<file path="config.mk">
export PLATFORM = sky130hd
export DESIGN_NAME = sct_touch_seq
export DESIGN_NICKNAME = d
export VERILOG_FILES = /design/src/logic/sct_pkg.sv /design/src/logic/sct_cmp_filter.sv /design/src/logic/sct_touch_seq.sv
export VERILOG_INCLUDE_DIRS = /design/src /design/src/logic
export SDC_FILE = /design/constraint.sdc
export NUM_CORES = 1
export LEC_CHECK = 0
export BUFFER_PORTS_ARGS = -buffer_cell sky130_fd_sc_hd__buf_4
export CORE_AREA = 2 2 116 118
export CTS_CLUSTER_SIZE = 14
export DETAILED_ROUTE_END_ITERATION = 6
export DIE_AREA = 0 0 118 120
export PLACE_DENSITY = 0.68
export SYNTH_ARGS = -nofsm -noshare
export SYNTH_HDL_FRONTEND = slang
export SYNTH_HIERARCHICAL = 1
export SYNTH_SLANG_ARGS = --single-unit
</file>
<file path="constraint.sdc">
create_clock -name ref_clk -period 3.4 [get_ports ref_clk]
set_input_delay 0.51 -clock ref_clk [delete_from_list [all_inputs] [get_ports ref_clk]]
set_output_delay 0.51 -clock ref_clk [all_outputs]
set_load 0.01 [all_outputs]
</file>
<file path="src/logic/sct_map.svh">
// Register offsets, field positions, reset values and timing counts of the touch sequencer
`ifndef SCT_MAP_SVH
`define SCT_MAP_SVH

// ****************************************
// Register offsets
// ****************************************
`define SCT_ADDR_CFG      16'hA150
`define SCT_ADDR_ANA      16'hA151
`define SCT_ADDR_CMD      16'hA152
`define SCT_ADDR_CNTL     16'hA153
`define SCT_ADDR_CNTH     16'hA154
`define SCT_ADDR_STAT     16'hA155
`define SCT_ADDR_MASK     16'hA156
`define SCT_ADDR_DIV      16'hA157

// ****************************************
// Field positions
// ****************************************
`define SCT_CFG_EN        7
`define SCT_CFG_PSR       6
`define SCT_CFG_REF       5
`define SCT_CFG_VTH       4
`define SCT_ANA_PD        7
`define SCT_CMD_INTEN     7
`define SCT_CMD_AUTO_SHIFT    4
`define SCT_CMD_COMPLETION_FLAG      1
`define SCT_CMD_START     0
`define SCT_STAT_DONE     0
`define SCT_STAT_CONV     1
`define SCT_STAT_ABORT    2

// ****************************************
// Reset values
// ****************************************
`define SCT_RST_CFG       8'h00
`define SCT_RST_ANA       8'h00
`define SCT_RST_MASK      3'h1
`define SCT_RST_DIV       2'h0

// ****************************************
// Timing counts in system clock periods
// ****************************************
`define SCT_ZERO_HEAD     4
`define SCT_ZERO_STEP     128
`define SCT_ZERO_TAIL     1
`define SCT_PD_STEP       128

`endif

</file>
<file path="src/logic/sct_pkg.sv">
// Types shared by the touch sequencer and its comparator filter
package sct_pkg;

    typedef enum logic [3:0] {
        SCT_IDLE   = 4'h1,
        SCT_ZERO   = 4'h2,
        SCT_CHARGE = 4'h4,
        SCT_DUMP   = 4'h8
    } sct_state_e;

    typedef logic [17:0] sct_count_t;

    typedef struct packed {
        logic [3:0] run;
        logic       out;
    } sct_filt_s;

    typedef struct packed {
        logic [7:0]  cfg;
        logic [7:0]  ana;
        logic        inten;
        logic        auto_shift;
        logic [1:0]  rpt;
        logic        start;
        logic [2:0]  stat;
        logic [2:0]  mask;
        logic [1:0]  div_sel;
        logic [2:0]  div_cnt;
        logic        tick;
        sct_state_e  state;
        logic [10:0] timer;
        logic [3:0]  conv_n;
        sct_count_t  count;
        logic [7:0]  rdata;
        logic        irq;
        logic        gnd_sw;
        logic        pd_on;
        logic        chg_sw;
        logic        dmp_sw;
        logic        sync1;
        logic        sync2;
    } sct_regs_s;

endpackage

</file>
<file path="src/logic/sct_cmp_filter.sv">
// Comparator run-length filter sampled on the system clock enable
module sct_cmp_filter (
    // Clock and reset
    input  wire logic       ref_clk,
    input  wire logic       rst_n,
    // Sampling
    input  wire logic       sample_en,
    input  wire logic       raw,
    input  wire logic [3:0] len,
    // Result
    output logic            filt
);
    import sct_pkg::*;

    sct_filt_s q, d;
    logic [3:0] need;

    always_comb begin
        d = q;
        // A zero length would always hold; treat it as a single sample
        need = (len == 4'h0) ? 4'h1 : len;
        if (sample_en) begin
            if (raw) begin
                if (q.run != 4'hF) begin
                    d.run = q.run + 4'h1;
                end
                d.out = (d.run >= need);
            end else begin
                d.run = 4'h0;
                d.out = 1'b0;
            end
        end
    end

    always_ff @(posedge ref_clk or negedge rst_n) begin
        if (!rst_n) begin
            q <= '0;
        end else begin
            q <= d;
        end
    end

    assign filt = q.out;
endmodule

</file>
<file path="src/logic/sct_touch_seq.sv">
// Switched-capacitance touch key sequencer with register port and interrupt
//
// Added by the designer: strobed register access.
`include "sct_map.svh"

module sct_touch_seq (
    // Clock and reset
    input  wire logic        ref_clk,
    input  wire logic        rst_n,
    // Register port
    input  wire logic [15:0] addr,
    input  wire logic [7:0]  wr_data,
    input  wire logic        wr_en,
    input  wire logic        rd_en,
    output logic [7:0]       rd_data,
    // Analog side
    input  wire logic        comp_raw,
    output logic             ref_ground_sw,
    output logic             pad_pulldown_on,
    output logic             charge_sw,
    output logic             dump_sw,
    output logic             threshold_select,
    output logic             reference_select,
    // Status
    output logic             busy,
    output logic             irq
);
    import sct_pkg::*;

    sct_regs_s q, d;
    logic       filt;
    logic       en;
    logic [3:0] cdt;
    logic [2:0] zero_f;
    logic [10:0] zlen;
    logic [10:0] pdlen;
    logic [2:0] div_lim;
    logic [3:0] conv_total;
    sct_count_t cnt_inc;
    logic       ev_done;
    logic       ev_conv;
    logic       ev_abort;

    // ****************************************
    // Field decode
    // ****************************************
    assign en         = q.cfg[`SCT_CFG_EN];
    assign cdt        = q.cfg[3:0];
    assign zero_f     = q.ana[6:4];
    assign zlen       = 11'(`SCT_ZERO_HEAD + `SCT_ZERO_STEP * (int'(zero_f) + 1) + `SCT_ZERO_TAIL);
    assign pdlen      = 11'(`SCT_PD_STEP * int'(zero_f));
    assign div_lim    = 3'((4'h1 << q.div_sel) - 4'h1);
    assign conv_total = 4'(5'h1 << q.rpt);
    assign cnt_inc    = (q.count == '1) ? q.count : q.count + 18'h1;

    sct_cmp_filter u_filt (
        .ref_clk   (ref_clk),
        .rst_n     (rst_n),
        .sample_en (q.tick),
        .raw       (q.sync2),
        .len       (q.ana[3:0]),
        .filt      (filt)
    );

    always_comb begin
        d        = q;
        ev_done  = 1'b0;
        ev_conv  = 1'b0;
        ev_abort = 1'b0;
        d.rdata  = 8'h00;
        d.sync1  = comp_raw;
        d.sync2  = q.sync1;

        // ****************************************
        // System clock enable divider
        // ****************************************
        // One clock domain only: slower rates are enable pulses, not clocks
        if (q.div_cnt >= div_lim) begin
            d.div_cnt = 3'h0;
            d.tick    = 1'b1;
        end else begin
            d.div_cnt = q.div_cnt + 3'h1;
            d.tick    = 1'b0;
        end

        // ****************************************
        // Register writes
        // ****************************************
        if (wr_en) begin
            unique case (addr)
                `SCT_ADDR_CFG: d.cfg = wr_data;
                `SCT_ADDR_ANA: d.ana = wr_data;
                `SCT_ADDR_CMD: begin
                    d.inten = wr_data[`SCT_CMD_INTEN];
                    // Repeat setup is frozen mid run so the accumulation stays consistent
                    if (!q.start) begin
                        d.auto_shift = wr_data[`SCT_CMD_AUTO_SHIFT];
                        d.rpt    = wr_data[3:2];
                    end
                    if (wr_data[`SCT_CMD_COMPLETION_FLAG]) begin
                        d.stat[`SCT_STAT_DONE] = 1'b0;
                    end
                    if (wr_data[`SCT_CMD_START] && en && !q.start) begin
                        d.start  = 1'b1;
                        d.count  = '0;
                        d.conv_n = 4'h0;
                    end
                end
                `SCT_ADDR_CNTL: begin
                    if (!q.start) begin
                        d.count[7:0] = wr_data;
                    end
                end
                `SCT_ADDR_CNTH: begin
                    if (!q.start) begin
                        d.count[15:8] = wr_data;
                    end
                end
                `SCT_ADDR_STAT: d.stat = q.stat & ~wr_data[2:0];
                `SCT_ADDR_MASK: d.mask = wr_data[2:0];
                `SCT_ADDR_DIV:  d.div_sel = wr_data[1:0];
                default: ;
            endcase
        end

        // ****************************************
        // Measurement sequencer
        // ****************************************
        if (!en && (q.state != SCT_IDLE || q.start)) begin
            // Dropping the enable abandons the run; the partial count stays readable
            // A start still waiting for its first tick is dropped too, so nothing runs disabled
            d.state  = SCT_IDLE;
            d.start  = 1'b0;
            d.gnd_sw = 1'b0;
            d.pd_on  = 1'b0;
            d.chg_sw = 1'b0;
            d.dmp_sw = 1'b0;
            ev_abort = 1'b1;
        end else if (q.tick) begin
            unique case (q.state)
                SCT_IDLE: begin
                    if (q.start) begin
                        d.state  = SCT_ZERO;
                        d.timer  = 11'h0;
                        d.gnd_sw = 1'b1;
                        d.pd_on  = q.ana[`SCT_ANA_PD] && (pdlen != 11'h0);
                    end
                end
                SCT_ZERO: begin
                    d.timer = q.timer + 11'h1;
                    if (q.timer + 11'h1 >= pdlen) begin
                        d.pd_on = 1'b0;
                    end
                    // Compare with >= so a length shortened mid-run cannot be stepped over
                    if (q.timer >= zlen - 11'h1) begin
                        d.state  = SCT_CHARGE;
                        d.timer  = 11'h0;
                        d.gnd_sw = 1'b0;
                        d.pd_on  = 1'b0;
                        d.chg_sw = 1'b1;
                    end
                end
                SCT_CHARGE: begin
                    d.timer = q.timer + 11'h1;
                    if (q.timer >= 11'(cdt)) begin
                        d.state  = SCT_DUMP;
                        d.timer  = 11'h0;
                        d.chg_sw = 1'b0;
                        d.dmp_sw = 1'b1;
                    end
                end
                SCT_DUMP: begin
                    d.timer = q.timer + 11'h1;
                    if (q.timer >= 11'(cdt)) begin
                        d.timer  = 11'h0;
                        d.dmp_sw = 1'b0;
                        d.count  = cnt_inc;
                        if (filt) begin
                            // Threshold reached: this conversion is over
                            d.conv_n = q.conv_n + 4'h1;
                            ev_conv  = 1'b1;
                            if (q.conv_n + 4'h1 == conv_total) begin
                                d.state = SCT_IDLE;
                                d.start = 1'b0;
                                if (q.auto_shift) begin
                                    d.count = cnt_inc >> q.rpt;
                                end
                                ev_done = 1'b1;
                            end else begin
                                // Each repeated conversion starts from an empty reference
                                d.state  = SCT_ZERO;
                                d.gnd_sw = 1'b1;
                                d.pd_on  = q.ana[`SCT_ANA_PD] && (pdlen != 11'h0);
                            end
                        end else begin
                            d.state  = SCT_CHARGE;
                            d.chg_sw = 1'b1;
                        end
                    end
                end
                default: begin
                    d.state = SCT_IDLE;
                end
            endcase
        end

        // ****************************************
        // Events and interrupt
        // ****************************************
        // Events are applied after the clears so a same-cycle set is never lost
        if (ev_done) begin
            d.stat[`SCT_STAT_DONE] = 1'b1;
        end
        if (ev_conv) begin
            d.stat[`SCT_STAT_CONV] = 1'b1;
        end
        if (ev_abort) begin
            d.stat[`SCT_STAT_ABORT] = 1'b1;
        end
        d.irq = (d.stat[`SCT_STAT_DONE] && d.inten && d.mask[`SCT_STAT_DONE]) ||
                (|(d.stat[2:1] & d.mask[2:1]));

        // ****************************************
        // Register reads
        // ****************************************
        if (rd_en) begin
            unique case (addr)
                `SCT_ADDR_CFG:  d.rdata = q.cfg;
                `SCT_ADDR_ANA:  d.rdata = q.ana;
                `SCT_ADDR_CMD:  d.rdata = {q.inten, q.count[17:16], q.auto_shift, q.rpt,
                                           q.stat[`SCT_STAT_DONE], q.start};
                `SCT_ADDR_CNTL: d.rdata = q.count[7:0];
                `SCT_ADDR_CNTH: d.rdata = q.count[15:8];
                `SCT_ADDR_STAT: d.rdata = {5'h00, q.stat};
                `SCT_ADDR_MASK: d.rdata = {5'h00, q.mask};
                `SCT_ADDR_DIV:  d.rdata = {6'h00, q.div_sel};
                default:        d.rdata = 8'h00;
            endcase
        end
    end

    always_ff @(posedge ref_clk or negedge rst_n) begin
        if (!rst_n) begin
            q         <= '0;
            q.cfg     <= `SCT_RST_CFG;
            q.ana     <= `SCT_RST_ANA;
            q.mask    <= `SCT_RST_MASK;
            q.div_sel <= `SCT_RST_DIV;
            q.state   <= SCT_IDLE;
        end else begin
            q <= d;
        end
    end

    // ****************************************
    // Outputs
    // ****************************************
    assign rd_data          = q.rdata;
    assign ref_ground_sw    = q.gnd_sw;
    assign pad_pulldown_on  = q.pd_on;
    assign charge_sw        = q.chg_sw;
    assign dump_sw          = q.dmp_sw;
    assign threshold_select = q.cfg[`SCT_CFG_VTH];
    assign reference_select = q.cfg[`SCT_CFG_REF];
    assign busy             = q.start;
    assign irq              = q.irq;
endmodule

</file>
==> results_dict.tcl <==
set metrics [dict create \
    run_status "finished with violations" \
    failed_checks "DRC" \
    post_synth_main_area_contributors "sky130_fd_sc_hd__dfrtp_1 (34%), sky130_fd_sc_hd__ha_1 (5.1%), sky130_fd_sc_hd__mux2_2 (4.7%)" \
    crit_path_end_kind "register" \
    path_class "register to register" \
    synth.largest_area_cell "sky130_fd_sc_hd__dfrtp_1" \
    effective_utilization_at_floorplan_pct 49.4 \
    cts_tree "yes" \
    grt-ovfl-total 0 \
    dp.final_hpwl_mm 13.3 \
    worst_clock_skew_ps 8.95 \
    postSynth.asyncResetShare_pct 100 \
    synth_warnings 6 \
    gr-usage-all-layers_pct 26.1 \
    worst_endpoint_required_time_ps 3690 \
    grt_setup_unrepaired "no" \
    core_um2 13000 \
    fin_setup_tns_ps 0 \
    worstSetupStartpointType "register" \
    synth_area_um2 6410 \
    tritoncts.num_buffers 9 \
    die-area_um2 14200 \
    routed_antenna_nets 0 \
    ctsHoldBuffers 0 \
    route.detailed.vias_per_inst 6.30 \
    cts_setup_buffers 0 \
    post-route-drc-count 2 \
    syn-instance-count 735 \
    timing.slew.headroom_pct 45.4 \
    placementRows 42 \
    max_vdd_drop_mv 0.434 \
    post_cts_resize_count 0 \
    detail_route.wirelength_mm 17.9 \
    cts_root_buffer "sky130_fd_sc_hd__clkbuf_16" \
    fmax_mhz 333 \
    cts.path.max_buffers 2 \
    power_per_cell_area_nw_per_um2 386 \
    dpl_worst_slack_ps 481 \
    drt_first_iter_violations 741 \
    clk_pin_slew_ps 70 \
    top_ff_cell_synth "sky130_fd_sc_hd__dfrtp_1" \
    syn_nets 790 \
    flow.area_growth_from_synthesis_pct 11.7 \
    synth-seq-cells 90 \
    layout.nets 808 \
    pin_count_of_the_biggest_net_entering_global_routing 64 \
    r2r_slack_ps 390 \
    final_cells 934 \
    post_synth_num_cell_types 87 \
    slew_viol_final 0 \
    timing.critical_path.fanout_max 15 \
    grt_pass1_wl_mm 28.9 \
    synth_enable_flop_cells 0 \
    tightest_slew_ps 819 \
    maxCapViolCount 0 \
    p_leak_nw 3.05 \
    drt_pre_antenna_iters 7 \
    die_y_um 120 \
    worst_skew_pair.late_latency_ps 360 \
    fillCellCount 1164 \
    number_of_antenna_violations_at_the_first_check_in_global_routing 0 \
    finalCritPeriodShare_pct 88.4 \
    worstHoldPathType "input port to async pin" \
    tritoncts_num_sinks 90 \
    dp_cells 918 \
    io_buffer_count 44 \
    synth.yosys.seq_area_share_pct 35.2 \
    floorplan.die.width_um 118 \
    antenna-diode-count 0 \
    gp_congestion 0.932 \
    detailed_route_via_count 5884 \
    timing.critical_path.arrival_ps 3290 \
    first_global_vias 5480 \
    post-synth-top-area-fraction_pct 34.3 \
    period_minus_slack_ps 3010 \
    post_drt_wl_per_cell_um 19.2 \
    setup-violations-final 0 \
    top_level_ports 45 \
    layout-drive-gt1-share_pct 17.8 \
    timing.final.hold_violations 0 \
    worst_slack_ps 393 \
    h-tree-depth 3 \
    synth.avg_cell_area_um2 8.72 \
]
## through the flow
step,power (mW),instance area [µm²],util [%],hold WS (ps)
after floorplan,1.41,6410,-,214
after global placement,1.52,6800,52.4,336
after detailed placement,1.54,6800,52.4,343
after CTS,2.78,7160,55.2,244
after global routing,2.89,7160,55.2,243
final,2.76,7160,55.2,256
## logic make-up after synthesis
logic type      synth area share (%)
simple gates                    22.2
compound gates                  20.4
flops                           35.2
buf+inv                         5.93
mux                             8.51
fa+ha+maj                       5.07
xor+xnor                        2.71
## cell usage in the layout (no fill, tap or decap), types with 8 or more instances in the layout
cell / n
sky130_fd_sc_hd__a211oi_1: 8
sky130_fd_sc_hd__a21oi_1: 35
sky130_fd_sc_hd__a221oi_1: 11
sky130_fd_sc_hd__a22o_1: 10
sky130_fd_sc_hd__and3_1: 10
sky130_fd_sc_hd__buf_4: 56
sky130_fd_sc_hd__clkbuf_16: 9
sky130_fd_sc_hd__dfrtp_1: 88
sky130_fd_sc_hd__ha_1: 26
sky130_fd_sc_hd__inv_1: 31
sky130_fd_sc_hd__mux2_2: 27
sky130_fd_sc_hd__mux2i_1: 14
sky130_fd_sc_hd__nand2_1: 70
sky130_fd_sc_hd__nand2b_1: 11
sky130_fd_sc_hd__nand3_1: 32
sky130_fd_sc_hd__nand4_1: 11
sky130_fd_sc_hd__nor2_1: 74
sky130_fd_sc_hd__nor2b_1: 11
sky130_fd_sc_hd__nor3_1: 19
sky130_fd_sc_hd__o211ai_1: 8
sky130_fd_sc_hd__o21ai_0: 43
sky130_fd_sc_hd__o22ai_1: 8
sky130_fd_sc_hd__xnor2_1: 10
sky130_fd_sc_hd__xor2_1: 8
## state kept, by name (all words and copies together) (netlist names), 4 cells and up
name	count
u_filt/q	4
cdt	4
rd_data	8
q	63
## final cells by class
class                      count  area [µm²]  area share (%)
timing repair buffer          56         420            5.87
inverter                      33         124            1.73
clock inverter                 7         141            1.97
multi-input combinational    563        3780            52.7
sequential                    90        2250            31.5
clock buffer                   9         225            3.14
tap                          176         220            3.07
## Yosys cell counts, types with 6 or more instances
library cell,instances
sky130_fd_sc_hd__or2_2,7
sky130_fd_sc_hd__clkbuf_1,20
sky130_fd_sc_hd__o21ai_1,7
sky130_fd_sc_hd__a21oi_1,35
sky130_fd_sc_hd__o22ai_1,8
sky130_fd_sc_hd__a22oi_1,6
sky130_fd_sc_hd__nor2b_1,11
sky130_fd_sc_hd__or3_1,6
sky130_fd_sc_hd__a211oi_1,8
sky130_fd_sc_hd__o211ai_1,8
sky130_fd_sc_hd__a22o_1,10
sky130_fd_sc_hd__o21ai_0,43
sky130_fd_sc_hd__buf_4,11
sky130_fd_sc_hd__mux2_2,27
sky130_fd_sc_hd__nand3_1,32
sky130_fd_sc_hd__nand2_1,70
sky130_fd_sc_hd__xnor2_1,10
sky130_fd_sc_hd__ha_1,26
sky130_fd_sc_hd__nand4_1,11
sky130_fd_sc_hd__a221oi_1,11
sky130_fd_sc_hd__xor2_1,8
sky130_fd_sc_hd__buf_2,13
sky130_fd_sc_hd__and3_1,10
sky130_fd_sc_hd__nand2b_1,11
sky130_fd_sc_hd__nor2_1,74
sky130_fd_sc_hd__dfrtp_1,88
sky130_fd_sc_hd__mux2i_1,14
sky130_fd_sc_hd__nor3_1,19
sky130_fd_sc_hd__inv_1,31
## routing by layer
layer	track usage [%]	vias up	share of wire, %
li1	-	2733	-
met1	35.1	2815	43
met2	41.2	290	46
met3	6.04	46	7.9
met4	9.79	0	2.8
met5	0	-	0
## critical path, stage by stage, from the launching register on
cell                       delay [ps]
sky130_fd_sc_hd__dfrtp_1          440
sky130_fd_sc_hd__ha_1             350
sky130_fd_sc_hd__nor2b_1          160
sky130_fd_sc_hd__or4b_1           440
sky130_fd_sc_hd__mux2i_1          260
sky130_fd_sc_hd__o211ai_2         340
sky130_fd_sc_hd__or4_1            590
sky130_fd_sc_hd__o21ai_0          110
sky130_fd_sc_hd__a31oi_1           70
sky130_fd_sc_hd__a21oi_1          160
## power breakdown
part	total [mW]	internal (mW)	switching, mW
Clock	1.23	0.792	0.443
Sequential	1.18	1.11	0.0666
Combinational	0.347	0.149	0.198
Total	2.76	2.05	0.708
## final timing paths
| kind | startpoint | endpoint | cells past startpoint |
|---|---|---|---|
| setup / recovery | q[33] | q[30] | 9 |
| hold / removal | rst_n | q[43] | 1 |
| setup reg to reg | q[33] | q[30] | 9 |
| hold reg to reg | d[0] | q[0] | 0 |
| max in group asynchronous | rst_n | q[58] | 2 |
| min in group ref_clk | comp_raw | d[0] | 1 |
Note: power is estimated with default switching activity, not from simulation.
